$ cat config.mk
export PLATFORM = sky130hd
export DESIGN_NAME = nce_core
export DESIGN_NICKNAME = d
export VERILOG_FILES = /design/src/nce_pkg.sv /design/src/nce_core.sv
export VERILOG_INCLUDE_DIRS = /design/src
export SDC_FILE = /design/constraint.sdc
export NUM_CORES = 1
export LEC_CHECK = 0
export ABC_AREA = 1
export BUFFER_PORTS_ARGS = -buffer_cell sky130_fd_sc_hd__buf_4
export CAP_MARGIN = 25
export CORE_ASPECT_RATIO = 0.75
export CORE_UTILIZATION = 56
export CTS_BUF_LIST = sky130_fd_sc_hd__clkbuf_4 sky130_fd_sc_hd__clkbuf_8
export DETAILED_ROUTE_END_ITERATION = 6
export PLACE_DENSITY = 0.82
export SETUP_SLACK_MARGIN = 0.2
export SKIP_CTS_REPAIR_TIMING = 1
export SYNTH_ARGS = -nofsm -noshare
export SYNTH_HDL_FRONTEND = slang
export SYNTH_SLANG_ARGS = --single-unit
$ cat constraint.sdc
create_clock -name clock_i -period 2.3 [get_ports clock_i]
set_input_delay 0.46 -clock clock_i [delete_from_list [all_inputs] [get_ports clock_i]]
set_output_delay 0.46 -clock clock_i [all_outputs]
set_load 0.05 [all_outputs]
$ cat src/nce_defs.svh
// constants for the nibble core instruction executor
`ifndef NCE_DEFS_SVH
`define NCE_DEFS_SVH
// ------------------------------------------------------------
// instruction word fields
// ------------------------------------------------------------
`define NCE_CLS_HI        9
`define NCE_CLS_LO        6
`define NCE_LO_HI         3
`define NCE_MEM_HI        5
`define NCE_CLS_MISC      4'h0
`define NCE_CLS_COPY_ACC_TO_SYSREG      4'h1
`define NCE_CLS_COPY_SYSREG_TO_ACC      4'h2
`define NCE_CLS_SKIP_IF_ACC_EQUALS_LITERAL      4'h3
`define NCE_CLS_SKIP_IF_ACC_EQUALS_MEM      4'h4
`define NCE_CLS_SKIP_IF_MEM_ZERO      4'h5
`define NCE_CLS_JMP       4'h6
`define NCE_CLS_CALL      4'h7
`define NCE_M_NOP         4'h0
`define NCE_M_CLR_CARRY   4'h1
`define NCE_M_SET_CARRY   4'h2
`define NCE_M_INC_ACC     4'h3
`define NCE_M_DEC_ACC     4'h4
`define NCE_M_SKIP_NC     4'h5
`define NCE_M_SKIP_NZ     4'h6
`define NCE_M_CLK_SEL     4'h7
`define NCE_M_TMR_LOAD    4'h8
`define NCE_M_TMR_READ    4'h9
`define NCE_M_INT_RET     4'hA
`define NCE_M_PC_READ     4'hB
`define NCE_M_HALT        4'hC
`define NCE_M_IND_JMP     4'hD
`define NCE_M_TBL_READ    3'h7
// ------------------------------------------------------------
// reset value, interrupt vector, arithmetic steps, register offsets
// ------------------------------------------------------------
`define NCE_RESET_PC      10'h000
`define NCE_INT_VECTOR    10'h004
`define NCE_SYSREG_PAGE   4'hF
`define NCE_INC_STEP      5'h01
`define NCE_DEC_STEP      5'h0F
`define NCE_PC_STEP       10'h001
`define NCE_APB_CTRL      12'h000
`define NCE_APB_STATUS    12'h004
`define NCE_APB_POINTER   12'h008
`endif

$ cat src/nce_pkg.sv
// types shared by the nibble core instruction executor
package nce_pkg;
	// ------------------------------------------------------------
	// sequencer states
	// ------------------------------------------------------------
	typedef enum logic [6:0] {
		ST_EXEC    = 7'h01,
		ST_WORD2   = 7'h02,
		ST_TBL_RD  = 7'h04,
		ST_TBL_END = 7'h08,
		ST_XTRA    = 7'h10,
		ST_HALT    = 7'h20,
		ST_SKIP2   = 7'h40
	} nce_state_t;
	// ------------------------------------------------------------
	// carriers
	// ------------------------------------------------------------
	typedef struct packed {
		logic       we;
		logic [3:0] addr;
		logic [3:0] data;
	} nce_sysw_t;
	typedef struct packed {
		logic       load;
		logic [7:0] count;
	} nce_timer_t;
	typedef struct packed {
		logic [9:0] pc;
		logic [3:0] acc;
		logic       page;
		logic       carry;
		logic       zero;
	} nce_save_t;
	typedef struct packed {
		logic [29:0] rsvd;
		logic        wake;
		logic        int_en;
	} nce_ctrl_t;
	typedef struct packed {
		logic [13:0] rsvd;
		logic        in_isr;
		logic        halted;
		logic        zero;
		logic        carry;
		logic [3:0]  acc;
		logic [9:0]  pc;
	} nce_status_t;
	typedef struct packed {
		logic [15:0] rsvd;
		logic [1:0]  top;
		logic [3:0]  high;
		logic [9:0]  ptr;
	} nce_ptr_rd_t;
endpackage

$ cat src/nce_core.sv
// nibble core executor: moves, flags, skips, carrier timer, jumps, table read, halt
//
// Contract
// RULE1: accumulator copied to addressed system register
// RULE2: system register to accumulator, zero updated
// RULE3: carry forced clear or set, one cycle
// RULE4: accumulator plus one, carry and zero
// RULE5: accumulator minus one, carry and zero
// RULE6: skip next when accumulator equals RAM
// RULE7: skip next when RAM nibble zero
// RULE8: skip on literal match, whole two-word
// RULE9: skip next when carry clear
// RULE10: skip next when zero flag clear
// RULE11: low accumulator bits to carrier clock select
// RULE12: pointer low byte loads carrier timer
// RULE13: carrier timer count into pointer
// RULE14: direct jump, two words, two cycles
// RULE15: call saves address plus two, jumps
// RULE16: three-cycle table read, optional pointer step
// RULE17: interrupt return restores pc and state
// RULE18: pc plus one into pointer, two cycles
// RULE19: halt stops system clock in one cycle
// RULE20: indirect jump from pointer, two cycles
// RULE21: no-op changes nothing, one cycle
// RULE22: accumulator is four bits wide
// RULE23: carrier clock select is two bits
// RULE24: own encoding; skip drops both words
// RULE25: stay halted until wake, then continue
`include "nce_defs.svh"
`timescale 1ns/1ns
`default_nettype none
module nce_core (
	// clock and reset
	input  wire logic              clock_i,
	input  wire logic              reset_i,
	// program rom, asynchronous read
	output logic [9:0]             rom_addr_o,
	input  wire logic [9:0]        rom_data_i,
	// ram and system register read ports
	output logic [5:0]             ram_addr_o,
	input  wire logic [3:0]        ram_data_i,
	output logic [3:0]             sysreg_raddr_o,
	input  wire logic [3:0]        sysreg_rdata_i,
	// system register write, carrier timer
	output var nce_pkg::nce_sysw_t sysw_o,
	output var nce_pkg::nce_timer_t timer_o,
	output logic [1:0]             clk_sel_o,
	input  wire logic [7:0]        timer_count_i,
	// interrupt, wake and clock control
	input  wire logic              int_req_i,
	input  wire logic              wake_i,
	output logic                   clock_run_o,
	// apb slave
	input  wire logic              psel_i,
	input  wire logic              penable_i,
	input  wire logic              pwrite_i,
	input  wire logic [11:0]       paddr_i,
	input  wire logic [31:0]       pwdata_i,
	output logic [31:0]            prdata_o,
	output logic                   pready_o,
	output logic                   pslverr_o
);
	import nce_pkg::*;

	function automatic logic [9:0] nce_inc(input logic [9:0] v);
		return v + `NCE_PC_STEP;
	endfunction

	// ------------------------------------------------------------
	// state
	// ------------------------------------------------------------
	nce_state_t  state, next_state;
	logic [9:0]  pc, next_pc;
	logic [9:0]  rom_addr, next_rom_addr;
	logic [3:0]  acc, next_acc;
	logic        carry, next_carry;
	logic        zero, next_zero;
	logic        page, next_page;
	logic [9:0]  ptr, next_ptr;
	logic [3:0]  rom_high, next_rom_high;
	logic [1:0]  rom_top, next_rom_top;
	logic [1:0]  clk_sel, next_clk_sel;
	nce_timer_t  timer, next_timer;
	nce_sysw_t   sysw, next_sysw;
	logic [9:0]  hold, next_hold;
	logic        skip_pending, next_skip;
	logic        in_isr, next_in_isr;
	nce_save_t   save, next_save;
	logic        clock_run, next_run;
	logic        wake_meta, wake_sync;
	logic        int_en, apb_wake;

	// ------------------------------------------------------------
	// decode
	// ------------------------------------------------------------
	wire [9:0] instr   = rom_data_i;
	wire [3:0] op_cls  = instr[`NCE_CLS_HI:`NCE_CLS_LO];
	wire [3:0] op_lo   = instr[`NCE_LO_HI:0];
	wire       is_misc = op_cls == `NCE_CLS_MISC;
	wire d_copy_acc_to_sysreg   = op_cls == `NCE_CLS_COPY_ACC_TO_SYSREG;
	wire d_copy_sysreg_to_acc   = op_cls == `NCE_CLS_COPY_SYSREG_TO_ACC;
	wire d_skip_if_acc_equals_literal   = op_cls == `NCE_CLS_SKIP_IF_ACC_EQUALS_LITERAL;
	wire d_skip_if_acc_equals_mem   = op_cls == `NCE_CLS_SKIP_IF_ACC_EQUALS_MEM;
	wire d_skip_if_mem_zero   = op_cls == `NCE_CLS_SKIP_IF_MEM_ZERO;
	wire d_jmp    = op_cls == `NCE_CLS_JMP;
	wire d_call   = op_cls == `NCE_CLS_CALL;
	wire d_nop    = is_misc & (op_lo == `NCE_M_NOP);
	wire d_clrc   = is_misc & (op_lo == `NCE_M_CLR_CARRY);
	wire d_set_carry_op   = is_misc & (op_lo == `NCE_M_SET_CARRY);
	wire d_acc_increment_op   = is_misc & (op_lo == `NCE_M_INC_ACC);
	wire d_acc_decrement_op   = is_misc & (op_lo == `NCE_M_DEC_ACC);
	wire d_skip_if_carry_clear   = is_misc & (op_lo == `NCE_M_SKIP_NC);
	wire d_skip_if_zero_flag_clear   = is_misc & (op_lo == `NCE_M_SKIP_NZ);
	wire d_clksel = is_misc & (op_lo == `NCE_M_CLK_SEL);
	wire d_load_carrier_timer   = is_misc & (op_lo == `NCE_M_TMR_LOAD);
	wire d_read_carrier_timer   = is_misc & (op_lo == `NCE_M_TMR_READ);
	wire d_interrupt_return_op   = is_misc & (op_lo == `NCE_M_INT_RET);
	wire d_pc_readback_op   = is_misc & (op_lo == `NCE_M_PC_READ);
	wire d_halt   = is_misc & (op_lo == `NCE_M_HALT);
	wire d_indirect_jump_op   = is_misc & (op_lo == `NCE_M_IND_JMP);
	wire d_rom_table_read   = is_misc & (op_lo[`NCE_LO_HI:1] == `NCE_M_TBL_READ);
	// a skipped two-word opcode must lose its operand word too
	wire two_word = d_jmp | d_call | d_interrupt_return_op; // RULE24
	wire skip_hit = (d_skip_if_acc_equals_mem & (acc == ram_data_i))   // RULE6
		| (d_skip_if_mem_zero & (ram_data_i == 4'h0))            // RULE7
		| (d_skip_if_acc_equals_literal & (acc == op_lo))                  // RULE8
		| (d_skip_if_carry_clear & ~carry)                          // RULE9
		| (d_skip_if_zero_flag_clear & ~zero);                          // RULE10
	wire [4:0] inc_sum = {1'b0, acc} + `NCE_INC_STEP; // RULE4
	wire [4:0] dec_sum = {1'b0, acc} + `NCE_DEC_STEP; // RULE5
	wire [3:0] hold_cls = hold[`NCE_CLS_HI:`NCE_CLS_LO];
	wire [3:0] hold_lo  = hold[`NCE_LO_HI:0];
	wire h_call  = hold_cls == `NCE_CLS_CALL;
	wire h_interrupt_return_op  = (hold_cls == `NCE_CLS_MISC) & (hold_lo == `NCE_M_INT_RET);
	wire h_indirect_jump_op  = (hold_cls == `NCE_CLS_MISC) & (hold_lo == `NCE_M_IND_JMP);
	wire int_take = (state == ST_EXEC) & ~skip_pending & int_en & int_req_i & ~in_isr;
	wire exec_go  = (state == ST_EXEC) & ~skip_pending & ~int_take;
	// memory addresses come straight from the word so compares fit one cycle
	assign ram_addr_o     = instr[`NCE_MEM_HI:0];
	assign sysreg_raddr_o = op_lo;

	// ------------------------------------------------------------
	// next state
	// ------------------------------------------------------------
	always_comb begin
		next_state    = state;
		next_pc       = pc;
		next_acc      = acc;
		next_carry    = carry;
		next_zero     = zero;
		next_page     = page;
		next_ptr      = ptr;
		next_rom_high = rom_high;
		next_rom_top  = rom_top;
		next_clk_sel  = clk_sel;
		next_timer    = timer;
		next_timer.load = 1'b0;
		next_sysw     = '0;
		next_hold     = hold;
		next_skip     = skip_pending;
		next_in_isr   = in_isr;
		next_save     = save;
		next_run      = clock_run;
		unique case (state)
			ST_EXEC: begin
				if (skip_pending) begin
					next_skip = 1'b0;
					next_pc   = nce_inc(pc);
					if (two_word) begin
						next_state = ST_SKIP2; // RULE8
					end
				end else if (int_take) begin
					next_save   = '{pc, acc, page, carry, zero};
					next_pc     = `NCE_INT_VECTOR;
					next_in_isr = 1'b1;
				end else begin
					next_pc   = nce_inc(pc); // RULE21
					next_hold = instr;
					if (d_copy_acc_to_sysreg) begin
						next_sysw = '{1'b1, op_lo, acc}; // RULE1
						if (op_lo == `NCE_SYSREG_PAGE) begin
							next_page = acc[0];
						end
					end
					if (d_copy_sysreg_to_acc) begin
						next_acc  = sysreg_rdata_i; // RULE2
						next_zero = sysreg_rdata_i == 4'h0;
					end
					if (d_clrc | d_set_carry_op) begin
						next_carry = d_set_carry_op; // RULE3
					end
					if (d_acc_increment_op) begin
						{next_carry, next_acc} = inc_sum; // RULE4 RULE22
						next_zero = inc_sum[3:0] == 4'h0;
					end
					if (d_acc_decrement_op) begin
						{next_carry, next_acc} = dec_sum; // RULE5
						next_zero = dec_sum[3:0] == 4'h0;
					end
					next_skip = skip_hit;
					if (d_clksel) begin
						next_clk_sel = acc[1:0]; // RULE11 RULE23
					end
					if (d_load_carrier_timer) begin
						next_timer = '{1'b1, ptr[7:0]}; // RULE12
					end
					if (d_read_carrier_timer) begin
						next_ptr[7:0] = timer_count_i; // RULE13
					end
					if (d_rom_table_read) begin
						next_state = ST_TBL_RD; // RULE16
					end
					if (two_word) begin
						next_state = ST_WORD2; // RULE14
					end
					if (d_indirect_jump_op | d_pc_readback_op) begin
						next_state = ST_XTRA;
					end
					if (d_pc_readback_op) begin
						next_ptr = nce_inc(pc); // RULE18
					end
					if (d_halt) begin
						next_state = ST_HALT; // RULE19
						next_run   = 1'b0;
					end
				end
			end
			ST_WORD2: begin
				next_state = ST_EXEC;
				if (h_interrupt_return_op) begin
					next_pc     = save.pc; // RULE17
					next_acc    = save.acc;
					next_page   = save.page;
					next_carry  = save.carry;
					next_zero   = save.zero;
					next_in_isr = 1'b0;
				end else begin
					next_pc = instr; // RULE14
					if (h_call) begin
						next_ptr = nce_inc(pc); // RULE15
					end
				end
			end
			ST_TBL_RD: begin
				next_state    = ST_TBL_END;
				next_acc      = instr[3:0]; // RULE16
				next_rom_high = instr[7:4];
				next_rom_top  = instr[9:8];
			end
			ST_TBL_END: begin
				next_state = ST_EXEC;
				if (hold[0]) begin
					next_ptr = nce_inc(ptr); // RULE16
				end
			end
			ST_XTRA: begin
				next_state = ST_EXEC;
				if (h_indirect_jump_op) begin
					next_pc = ptr; // RULE20
				end
			end
			ST_HALT: begin
				// the executor itself keeps its clock so it can see the wake
				if (wake_sync | apb_wake) begin
					next_state = ST_EXEC; // RULE25
					next_run   = 1'b1;
				end
			end
			ST_SKIP2: begin
				next_state = ST_EXEC;
				next_pc    = nce_inc(pc);
			end
		endcase
	end
	assign next_rom_addr = (next_state == ST_TBL_RD) ? ptr : next_pc;

	always_ff @(posedge clock_i) begin
		if (reset_i) begin
			state <= ST_EXEC;
			pc <= `NCE_RESET_PC;
			rom_addr <= `NCE_RESET_PC;
			acc <= 4'h0;
			carry <= 1'b0;
			zero <= 1'b0;
			page <= 1'b0;
			ptr <= 10'h000;
			rom_high <= 4'h0;
			rom_top <= 2'h0;
			clk_sel <= 2'h0;
			timer <= '0;
			sysw <= '0;
			hold <= 10'h000;
			skip_pending <= 1'b0;
			in_isr <= 1'b0;
			save <= '0;
			clock_run <= 1'b1;
		end else begin
			state <= next_state;
			pc <= next_pc;
			rom_addr <= next_rom_addr;
			acc <= next_acc;
			carry <= next_carry;
			zero <= next_zero;
			page <= next_page;
			ptr <= next_ptr;
			rom_high <= next_rom_high;
			rom_top <= next_rom_top;
			clk_sel <= next_clk_sel;
			timer <= next_timer;
			sysw <= next_sysw;
			hold <= next_hold;
			skip_pending <= next_skip;
			in_isr <= next_in_isr;
			save <= next_save;
			clock_run <= next_run;
		end
	end

	// ------------------------------------------------------------
	// wake synchroniser and apb slave
	// ------------------------------------------------------------
	always_ff @(posedge clock_i) begin
		if (reset_i) begin
			wake_meta <= 1'b0;
			wake_sync <= 1'b0;
		end else begin
			wake_meta <= wake_i;
			wake_sync <= wake_meta;
		end
	end

	wire apb_setup = psel_i & ~penable_i;
	wire apb_wr    = psel_i & penable_i & pready_o & pwrite_i;
	wire hit_ctrl  = paddr_i == `NCE_APB_CTRL;
	wire hit_stat  = paddr_i == `NCE_APB_STATUS;
	wire hit_ptr   = paddr_i == `NCE_APB_POINTER;
	wire apb_map   = hit_ctrl | hit_stat | hit_ptr;
	nce_ctrl_t   ctrl_rd;
	nce_status_t stat_rd;
	nce_ptr_rd_t ptr_rd;
	nce_ctrl_t   ctrl_wr;
	assign ctrl_rd = '{30'h0, 1'b0, int_en};
	assign stat_rd = '{14'h0, in_isr, state == ST_HALT, zero, carry, acc, pc};
	assign ptr_rd  = '{16'h0, rom_top, rom_high, ptr};
	assign ctrl_wr = pwdata_i;
	wire [31:0] apb_rd = hit_ctrl ? ctrl_rd : hit_stat ? stat_rd : hit_ptr ? ptr_rd : 32'h0;

	always_ff @(posedge clock_i) begin
		if (reset_i) begin
			pready_o  <= 1'b0;
			prdata_o  <= 32'h0;
			pslverr_o <= 1'b0;
			int_en    <= 1'b0;
			apb_wake  <= 1'b0;
		end else begin
			pready_o  <= apb_setup;
			pslverr_o <= apb_setup & ~apb_map;
			if (apb_setup) begin
				prdata_o <= pwrite_i ? 32'h0 : apb_rd;
			end
			if (apb_wr & hit_ctrl) begin
				int_en <= ctrl_wr.int_en;
			end
			apb_wake <= apb_wr & hit_ctrl & ctrl_wr.wake;
		end
	end

	assign rom_addr_o  = rom_addr;
	assign sysw_o      = sysw;
	assign timer_o     = timer;
	assign clk_sel_o   = clk_sel;
	assign clock_run_o = clock_run;
endmodule // nce_core
`default_nettype wire

Word level (Yosys, flattened, before mapping)
Index checks and enable logic that the tools add are counted.
{"block": "totals", "register_bits": 136, "inputBits": 77, "output_inout_bits": 75, "elab_cells": 222}
{"block": "op_classes", "addsub": 4, "eq_ne": 49, "muxes": 61, "bitwise": 52, "reduce_logical": 25}
{"op": "$mux W10", "n": 11}
{"op": "$mux W7", "n": 8}
{"op": "$mux W18", "n": 3}
{"op": "$pmux W10 S4", "n": 1}
{"op": "$eq A4 B3 Y1 const B", "n": 9}
{"op": "$and A1 B1 Y1", "n": 32}
{"op": "$eq A4 B4 Y1 const B", "n": 8}
{"op": "$pmux W10 S3", "n": 1}
{"op": "$pmux W7 S4", "n": 1}
{"op": "$logic_not A4 Y1", "n": 6}
{"op": "$mux W4", "n": 6}
{"op": "$mux W1", "n": 21}
{"op": "$add A10 B1 Y10 const B", "n": 2}
{"op": "$reduce_and A5 Y1", "n": 4}
{"op": "$mux W9", "n": 2}
{"op": "$ne A2 B2 Y1 const B", "n": 9}
{"op": "$eq A4 B2 Y1 const B", "n": 4}
{"op": "$mux W16", "n": 1}
{"op": "$eq A7 B3 Y1 const B", "n": 2}
{"op": "$reduce_and A7 Y1", "n": 2}
{"op": "$eq A12 B3 Y1 const B", "n": 1}
{"op": "$eq A12 B4 Y1 const B", "n": 1}
{"op": "$logic_not A12 Y1", "n": 1}
{"op": "$pmux W4 S3", "n": 1}
{"op": "25 further kinds", "n": 54}

Longest topological paths before layout
Gate-level depths: netlist (run 1).
{"block": "logic_depth", "ltp_word": 11, "depth_mapped": 18}

Worst setup path before layout (run 1)
OpenSTA, ideal clock, no wires.
{"block": "synth_path", "path_kind": "input -> register", "from": "in paddr_i[7]", "to": "reg prdata_o[3]", "setup_time_ns": 0.132, "t_arrival_ns": 1.820, "t_required_ns": 2.168, "setup_slack_ns": 0.348, "cell_stages": 9, "n_path_buf": 1, "path_cell_list": "nor2_1 > nand2_1 > nor2_1 > inv_1 > nor4_1 > nor3_1 > clkbuf_1 > o211ai_1 > a21oi_1"}
{"block": "synth_via", "elab_chain_len": 5}
{"item": "from (decl)", "line_no": "nce_core.sv:57", "rtl": "input wire logic [11:0] paddr_i,"}
{"item": "$eq A12 B4 Y1 (no source line)"}
{"item": "$mux W16", "line_no": "nce_core.sv:346", "rtl": "wire [31:0] apb_rd = hit_ctrl ? ctrl_rd : hit_stat ? stat_rd : hit_ptr ? ptr_rd : 32'h0;"}
{"item": "$mux W18", "line_no": "nce_core.sv:346"}
{"item": "$mux W18 *", "line_no": "nce_core.sv:346"}
{"item": "$mux W18 *", "line_no": "nce_core.sv:359", "rtl": "prdata_o <= pwrite_i ? 32'h0 : apb_rd;"}
{"item": "to (signal assigned)", "line_no": "nce_core.sv:359"}
{"item": "to (decl)", "line_no": "nce_core.sv:59", "rtl": "output logic [31:0] prdata_o,"}
Mark *: on every way between the ends. The rest lies on a longest branch, timed or not.
A chain may end at the register's enable or synchronous reset.

Final worst setup path (run 1)
{"block": "layout_path", "from": "reg state[2]", "to": "reg rom_addr[8], in the netlist rom_addr_o[8]"}
{"block": "layout_via", "elab_chain_len": 10}
{"item": "from (decl)", "line_no": "nce_core.sv:72", "rtl": "nce_state_t state, next_state;"}
{"item": "from (signal assigned)", "line_no": "nce_core.sv:298", "rtl": "state <= next_state;"}
{"item": "$eq A7 B1 Y1", "line_no": "nce_core.sv:136, nce_core.sv:164"}
{"item": "$and A1 B1 Y1"}
{"item": "$and A1 B1 Y1 (3 in a row)", "line_no": "nce_core.sv:136", "rtl": "wire int_take = (state == ST_EXEC) & ~skip_pending & int_en & int_req_i & ~in_isr;"}
{"item": "$mux W7", "line_no": "nce_core.sv:172", "rtl": "end else if (int_take) begin"}
{"item": "$mux W7", "line_no": "nce_core.sv:166", "rtl": "if (skip_pending) begin"}
{"item": "$pmux W7 S4", "line_no": "nce_core.sv:164", "rtl": "unique case (state)"}
{"item": "$eq A7 B3 Y1", "line_no": "nce_core.sv:275", "rtl": "assign next_rom_addr = (next_state == ST_TBL_RD) ? ptr : next_pc;"}
{"item": "$mux W10 *", "line_no": "nce_core.sv:275"}
{"item": "to (signal assigned)", "line_no": "nce_core.sv:281", "rtl": "rom_addr <= `NCE_RESET_PC;"}
{"item": "to (signal assigned)", "line_no": "nce_core.sv:300", "rtl": "rom_addr <= next_rom_addr;"}
{"item": "to (decl)", "line_no": "nce_core.sv:74", "rtl": "logic [9:0] rom_addr, next_rom_addr;"}
Marks and branches as above.

==> impl_metrics.sql, run 1 <==
INSERT INTO impl_metrics (metric_group, metric, value, unit) VALUES
('grt', 'grt_first_pass_wirelength', '32.52', 'mm'),
('route', 'drt.antenna.violating_nets', '0', ''),
('worst_setup_path', 'timing.setup.critical_path_class', 'reg2reg', ''),
('finish', 'diodes', '0', ''),
('timing', 'totalNegativeSetupSlack', '0', 'ps'),
('route', 'drc_errors', '0', ''),
('worst_setup_path', 'path_cells', 'nor2_4 > nand2_2 > nor2_4 > nor2_4 > nand3_4 > nor2_1 > nand2_1 > nand2_1 > nor2_4 > nand3_4 > nand2_2 > nand2_1 > nor2_1', ''),
('timing', 'maxClockFrequency', '483.2', 'MHz'),
('run', 'timing.max_cap.violations', '0', ''),
('finish', 'final_core_density', '0.7365', ''),
('floorplanning', 'die_h', '96.58', 'um'),
('yosys', 'synth-edff-count', '0', ''),
('yosys', 'synth_largest_area_cell', 'sky130_fd_sc_hd__dfxtp_1', ''),
('worst_setup_path', 'critical_path.top_delay_family', 'simple AND/OR/NAND/NOR gates', ''),
('worst_setup_path', 'critical-path-max-stage-delay', '350', 'ps'),
('yosys', 'synth-main-ff-cell', 'sky130_fd_sc_hd__dfxtp_1', ''),
('yosys', 'most_common_cell_in_the_synthesized_netlist', 'sky130_fd_sc_hd__nand2_1', ''),
('clock_tree', 'tritoncts', 'done', ''),
('clock_tree', 'cts.path.max_buffers', '2', ''),
('clock_tree', 'clock_sinks', '120', ''),
('timing', 'worst_pin_slew', '551.3', 'ps'),
('timing', 'worst_slew_margin_rel', '0.6296', ''),
('worst_setup_path', 'timing.rr.end', 'rom_addr_o[8]', ''),
('worst_setup_path', 'timing.critical_path.fanout_max', '6', ''),
('worst_setup_path', 'worst_path_max_delay_cell', 'sky130_fd_sc_hd__dfxtp_1', ''),
('timing', 'finalSetupViolCount', '0', ''),
('power_and_ir_drop', 'p_int', '3.498', 'mW'),
('clock_tree', 'clock_buffer_count_from_cts', '17', ''),
('clock_tree', 'cts_max_level', '4', ''),
('power_and_ir_drop', 'power-per-cell-area', '613.5', 'nW/um^2'),
('grt', 'groute.usage.overall', '0.3452', ''),
('worst_setup_path', 'worst_r2r_path_depth', '13', ''),
('worst_setup_path', 'r2r-start', 'state[2]', ''),
('worst_setup_path', 'timing.critical_path.to', 'rom_addr_o[8]', ''),
('finish', 'syn2layout_area_growth', '28.06', '%'),
('status', 'outcome', 'finished clean', ''),
('timing', 'holdWs', '220.1', 'ps'),
('power_and_ir_drop', 'clock_power_share', '0.380', ''),
('yosys', 'postSynth.asyncResetShare', '0', ''),
('timing', 'fin_skew', '11.87', 'ps'),
('worst_setup_path', 'worst_setup_path_start_kind', 'register', ''),
('timing', 'final_period_minus_worst_setup_slack', '2070', 'ps'),
('yosys', 'synth_cell_types', '45', ''),
('route', 'num_vias', '7475', ''),
('clock_tree', 'cts-root-buf', 'sky130_fd_sc_hd__clkbuf_8', ''),
('worst_setup_path', 'cp.depth', '13', ''),
('yosys', 'synth.cell_area', '6679', 'sq um'),
('route', 'routed_wl', '21.76', 'mm'),
('power_and_ir_drop', 'gate_power_share', '0.192', ''),
('timing', 'hold_viol', '0', ''),
('clock_tree', 'cts.clk_slew.worst_paths', '90', 'ps'),
('grt', 'first_global_vias', '6410', ''),
('yosys', 'synth-seq-cells', '120', ''),
('yosys', 'yosys-top-cells-area', 'sky130_fd_sc_hd__dfxtp_1 36%, sky130_fd_sc_hd__nand2_1 12%, sky130_fd_sc_hd__nor2_1 8.1%', ''),
('power_and_ir_drop', 'swShare', '0.3334', ''),
('floorplanning', 'area_of_the_placeable_core', '11610', 'sq um'),
('finish', 'share_of_cells_above_drive_strength_1', '0.2483', ''),
('finish', 'layout.nets', '1237', ''),
('timing', 'fin_crit_sh', '0.8998', ''),
('yosys', 'synthesis.area_per_instance', '6.706', 'sq um'),
('yosys', 'ys_seq_area_frac', '0.3597', ''),
('yosys', 'synth.cells.most_frequent', '206 x sky130_fd_sc_hd__nand2_1, 145 x sky130_fd_sc_hd__nor2_1, 120 x sky130_fd_sc_hd__dfxtp_1, 92 x sky130_fd_sc_hd__inv_1, 78 x sky130_fd_sc_hd__a21oi_1', ''),
('placed_design', 'dpl.cell_count', '1287', ''),
('worst_setup_path', 'cp_num_buf_inv', '0', ''),
('placed_design', 'port_buffers', '107', ''),
('worst_setup_path', 'regToRegSetupSlack', '230', 'ps'),
('floorplanning', 'floorplan.die_area', '12370', 'sq um'),
('route', 'drt_first_iter_violations', '1007', ''),
('grt', 'grt_overflow', '0', ''),
('finish', 'layout.cells.non_filler', '1330', ''),
('floorplanning', 'rows', '34', '');
## stage by stage
stage                     area, sq um  power, mW
after floorplan                  6728      2.886
after global placement           7919      3.210
after detailed placement         7919      3.224
after CTS                        8327      5.162
after global routing             8553      5.416
final                            8553      5.248
## per-layer routing
metal,vias up,track usage,wire length (um)
met1,3373,0.4915,9579
met2,456,0.5195,9060
li1,3586,-,-
met3,58,0.07324,2583
met4,2,0.1118,504
met5,-,0,27
## flip-flops by register name, summed over array words and instances, names as in the netlist, 4 cells and up
register and flops:
pc 10, timer_o 9, rom_high 4, hold 8
state 7, acc 4, rom_addr_o 10, sysw_o 9
ptr 10, prdata_o 18, save 16
## layout make-up
| class | instances | area (sq um) | share of cell area |
|---|---|---|---|
| clock inverters | 14 | 166.4 | 0.01946 |
| multi-input cells | 727 | 3717 | 0.4346 |
| clock buffers | 18 | 241.5 | 0.02823 |
| flip-flops and latches | 120 | 2410 | 0.2817 |
| well taps | 162 | 202.7 | 0.02370 |
| inverters | 105 | 397.9 | 0.04652 |
| repair buffers | 184 | 1418 | 0.1657 |
## cells in the final DEF (no fill, tap or decap), types with 4 or more instances in the layout
cell type                    synthesis  final
sky130_fd_sc_hd__a211oi_1           10     10
sky130_fd_sc_hd__a21oi_1            78     78
sky130_fd_sc_hd__buf_4              25    179
sky130_fd_sc_hd__clkbuf_8            0     17
sky130_fd_sc_hd__clkinv_4            0      4
sky130_fd_sc_hd__clkinvlp_4          0      4
sky130_fd_sc_hd__conb_1              1     14
sky130_fd_sc_hd__dfxtp_1           120    116
sky130_fd_sc_hd__ha_1                5      5
sky130_fd_sc_hd__inv_1              92     90
sky130_fd_sc_hd__inv_2              12     13
sky130_fd_sc_hd__nand2_1           206    201
sky130_fd_sc_hd__nand2_2             8     12
sky130_fd_sc_hd__nand2_4             3      4
sky130_fd_sc_hd__nand3_1            55     54
sky130_fd_sc_hd__nand3_2             3      5
sky130_fd_sc_hd__nand4_1            15     15
sky130_fd_sc_hd__nor2_1            145    139
sky130_fd_sc_hd__nor2_2             10      8
sky130_fd_sc_hd__nor2_4              7     15
sky130_fd_sc_hd__nor3_1             21     18
sky130_fd_sc_hd__o211ai_1           22     22
sky130_fd_sc_hd__o21ai_0            74     74
sky130_fd_sc_hd__o22ai_1            11     11
sky130_fd_sc_hd__xnor2_1             4      4
sky130_fd_sc_hd__xor2_1              7      7
## kinds of logic (layout without fill, tap and decap cells)
kind of cell | Yosys count | after routing | synth area share
and+or+nand+nor | 484 | 486 | 0.3263
buffers and inverters | 164 | 321 | 0.1115
other | 1 | 14 | 0.0005615
adders and majority gates | 5 | 5 | 0.009367
DFF | 120 | 120 | 0.3597
xor gates and xnor gates | 11 | 11 | 0.01442
AOI/OAI and AO/OA | 211 | 211 | 0.1782
## power groups by stage
stage	Sequential [mW]	Clock (mW)	Combinational, mW
4_1_cts	2.24	1.98	0.946
6_report	2.25	1.99	1.01
5_1_grt	2.25	2.08	1.09
2_1_floorplan	2.31	0	0.573
3_5_place_dp	2.28	0	0.940
3_3_place_gp	2.28	0	0.926
## worst register-to-register path: stages (launching register included)
cell                      delay (ps)
sky130_fd_sc_hd__dfxtp_1         350
sky130_fd_sc_hd__nor2_4          150
sky130_fd_sc_hd__nand2_2         140
sky130_fd_sc_hd__nor2_4          190
sky130_fd_sc_hd__nor2_4           70
sky130_fd_sc_hd__nand3_4         120
sky130_fd_sc_hd__nor2_1           50
sky130_fd_sc_hd__nand2_1          80
sky130_fd_sc_hd__nand2_1         100
sky130_fd_sc_hd__nor2_4          280
sky130_fd_sc_hd__nand3_4         180
sky130_fd_sc_hd__nand2_2         110
sky130_fd_sc_hd__nand2_1          50
sky130_fd_sc_hd__nor2_1          130
## worst min path at each step
| stage | start | end | slack [ps] | cells past startpoint |
|---|---|---|---|---|
| after global routing | wake_i | wake_meta | 230 | 3 |
| after floorplan | wake_meta | wake_sync | 390 | 2 |
| after CTS | wake_i | wake_meta | 220 | 3 |
| after detailed placement | wake_meta | wake_sync | 410 | 2 |
| final | wake_i | wake_meta | 220 | 3 |
| after global placement | wake_meta | wake_sync | 400 | 2 |
Note: power is estimated with default switching activity, not from simulation.
==> inputs of run 2 (changes only) <==
--- a/config.mk
+++ b/config.mk
@@ -11,7 +11,7 @@
 export CAP_MARGIN = 25
 export CORE_ASPECT_RATIO = 0.75
 export CORE_UTILIZATION = 56
-export CTS_BUF_LIST = sky130_fd_sc_hd__clkbuf_4 sky130_fd_sc_hd__clkbuf_8
+export CTS_BUF_LIST = sky130_fd_sc_hd__clkbuf_2
 export DETAILED_ROUTE_END_ITERATION = 6
 export PLACE_DENSITY = 0.82
 export SETUP_SLACK_MARGIN = 0.2
==> impl_metrics.sql, run 2 (synthesis gave the netlist of run 1 again) <==
INSERT INTO impl_metrics (metric_group, metric, value, unit) VALUES
('route', 'tritonroute_pass_1_iters', '7', ''),
('floorplanning', 'rows', '34', ''),
('timing', 'report.final.slew_viol_count', '0', ''),
('placed_design', 'placement.cell_area', '7919', 'sq um'),
('floorplanning', 'fp.dieW', '128.1', 'um'),
('finish', 'share_of_cells_above_drive_strength_1', '0.2532', ''),
('floorplanning', 'floorplan.die_area', '12370', 'sq um'),
('timing', 'unrepaired_setup_endpoints_after_global_routing', 'yes', ''),
('status', 'outcome', 'finished, violations left', ''),
('finish', 'largest-register', 'prdata_o', ''),
('grt', 'first_global_vias', '6398', ''),
('placed_design', 'gp_congestion', '0.9643', ''),
('route', 'drt.antenna.violating_nets', '0', ''),
('timing', 'holdWs', '56.30', 'ps'),
('route', 'drc_errors', '1', ''),
('timing', 'fin_crit_sh', '0.8945', ''),
('finish', 'most-common-layout-cells', '201 x sky130_fd_sc_hd__nand2_1, 175 x sky130_fd_sc_hd__buf_4, 139 x sky130_fd_sc_hd__nor2_1', ''),
('clock_tree', 'cts_max_level', '4', ''),
('clock_tree', 'cts.path.max_buffers', '2', ''),
('floorplanning', 'area_of_the_placeable_core', '11610', 'sq um'),
('placed_design', 'pre_cts_ws', '28.69', 'ps'),
('worst_hold_path', 'min_path_type', 'in2reg', ''),
('timing', 'totalNegativeSetupSlack', '0', 'ps'),
('worst_hold_path', 'hold_path_stages', '3', ''),
('route', 'routed_wire_length_per_instance', '16.30', 'um'),
('clock_tree', 'cts.clk_slew.worst_paths', '230', 'ps'),
('clock_tree', 'worstSkewPairLatency', '710', 'ps'),
('run', 'timing.max_cap.violations', '0', ''),
('finish', 'stdcell_area', '8524', 'sq um'),
('finish', 'layout.nets', '1242', ''),
('finish', 'num-fill-cells', '988', ''),
('finish', 'final_common_cell', 'sky130_fd_sc_hd__nand2_1', ''),
('clock_tree', 'clock_sinks', '120', ''),
('placed_design', 'port_buffers', '107', ''),
('worst_setup_path', 'timing.setup.critical_path_class', 'reg2reg', ''),
('status', 'failed_checks', 'DRC', ''),
('timing', 'finalSetupViolCount', '0', ''),
('floorplanning', 'floorplan.initialDensity', '0.5751', ''),
('placed_design', 'dpl.cell_count', '1287', ''),
('worst_setup_path', 'worstPathRequired', '2940', 'ps'),
('timing', 'hold_viol', '0', ''),
('power_and_ir_drop', 'total_power', '4.750', 'mW'),
('placed_design', 'place.detailed.hpwl', '15.73', 'mm'),
('worst_setup_path', 'worst_setup_path_start_kind', 'register', ''),
('grt', 'grt_overflow', '0', ''),
('route', 'drt_first_iter_violations', '1034', ''),
('route', 'num_vias', '7477', ''),
('worst_setup_path', 'worst_r2r_path_depth', '13', ''),
('finish', 'final_core_density', '0.7340', ''),
('grt', 'groute.usage.overall', '0.3443', ''),
('finish', 'syn2layout_area_growth', '27.63', '%'),
('power_and_ir_drop', 'static-leakage-power', '3.876', 'nW'),
('timing', 'timing.final.ws_setup', '242.6', 'ps'),
('worst_setup_path', 'worst_ep_arrival_time', '2700', 'ps'),
('worst_setup_path', 'timing.critical_path.fanout_max', '6', ''),
('route', 'routed_wl', '21.77', 'mm'),
('timing', 'worst_pin_slew', '556.2', 'ps'),
('finish', 'top_regs', 'prdata_o: 18 flops, save: 16 flops', ''),
('grt', 'grt_start_max_net_pins', '55', ''),
('clock_tree', 'tritoncts', 'done', ''),
('grt', 'grt_antenna_before_repair', '0', ''),
('finish', 'layout.cells.non_filler', '1335', ''),
('power_and_ir_drop', 'worst_ir_drop_vdd', '0.4239', 'mV'),
('timing', 'fin_skew', '37.34', 'ps'),
('grt', 'grt_first_pass_wirelength', '32.42', 'mm'),
('timing', 'maxClockFrequency', '486.1', 'MHz'),
('finish', 'diodes', '0', ''),
('worst_setup_path', 'critical_path.endpoint_type', 'register', ''),
('route', 'vias_per_cell', '5.601', ''),
('floorplanning', 'die_h', '96.58', 'um'),
('finish', 'flip_flop_count_of_the_largest_register_after_layout', '18', ''),
('timing', 'final_period_minus_worst_setup_slack', '2057', 'ps'),
('power_and_ir_drop', 'power-per-cell-area', '557.2', 'nW/um^2'),
('timing', 'worst_slew_margin_rel', '0.6288', ''),
('floorplanning', 'boundary_pins', '152', ''),
('clock_tree', 'clock_buffer_count_from_cts', '17', ''),
('clock_tree', 'cts-root-buf', 'sky130_fd_sc_hd__clkbuf_2', '');
[run 2: changes by cell type in the layout (fill, tap and decap cells not counted), moves of 3 or more]
cell / change
sky130_fd_sc_hd__buf_12: +3
sky130_fd_sc_hd__buf_4: -4
sky130_fd_sc_hd__dlygate4sd3_1: +3
sky130_fd_sc_hd__clkbuf_8: -17
sky130_fd_sc_hd__clkbuf_2: +18
sky130_fd_sc_hd__dfxtp_1: -3
[run 2: critical path, cell delays in order, from the launching register on]
cell	delay [ps]
sky130_fd_sc_hd__dfxtp_2	390
sky130_fd_sc_hd__nor2_4	160
sky130_fd_sc_hd__nand2_4	100
sky130_fd_sc_hd__nor2_4	170
sky130_fd_sc_hd__nor2_4	70
sky130_fd_sc_hd__nand3_4	130
sky130_fd_sc_hd__nor2_1	70
sky130_fd_sc_hd__nand2_1	90
sky130_fd_sc_hd__nand2_1	110
sky130_fd_sc_hd__nor2_4	190
sky130_fd_sc_hd__buf_12	150
sky130_fd_sc_hd__nand3_2	160
sky130_fd_sc_hd__nor2_1	130
sky130_fd_sc_hd__nor2_1	60
[run 2: metal layers]
metal	track usage	share of wire	vias up	wire length, um
li1	-	-	3603	-
met5	0	0	-	0
met3	0.08205	0.13	56	2834
met1	0.4894	0.43	3340	9445
met4	0.1029	0.021	0	447
met2	0.5159	0.42	478	9037
[run 2: final cells by class]
| cell class | count | area (sq um) | share of cell area |
|---|---|---|---|
| inverter | 105 | 397.9 | 0.04668 |
| clock inverter | 14 | 166.4 | 0.01952 |
| sequential | 120 | 2419 | 0.2837 |
| clock buffer | 18 | 90.09 | 0.01057 |
| tap | 162 | 202.7 | 0.02378 |
| multi-input combinational | 728 | 3749 | 0.4397 |
| timing repair buffer | 188 | 1500 | 0.1760 |
[run 2: worst paths after layout]
path / from / to / slack [ps]
hold reg to reg: wake_meta / wake_sync / 430
hold / removal: rom_data_i[1] / sysw_o[5] / 60
setup reg to reg: state[2] / rom_addr_o[8] / 240
setup / recovery: state[2] / rom_addr_o[8] / 240
[run 2: power by group]
part           switching, mW  leakage [nW]  internal, mW
Sequential            0.0900         0.977          2.16
Combinational          0.676          2.75         0.350
Clock                  0.941         0.146         0.533
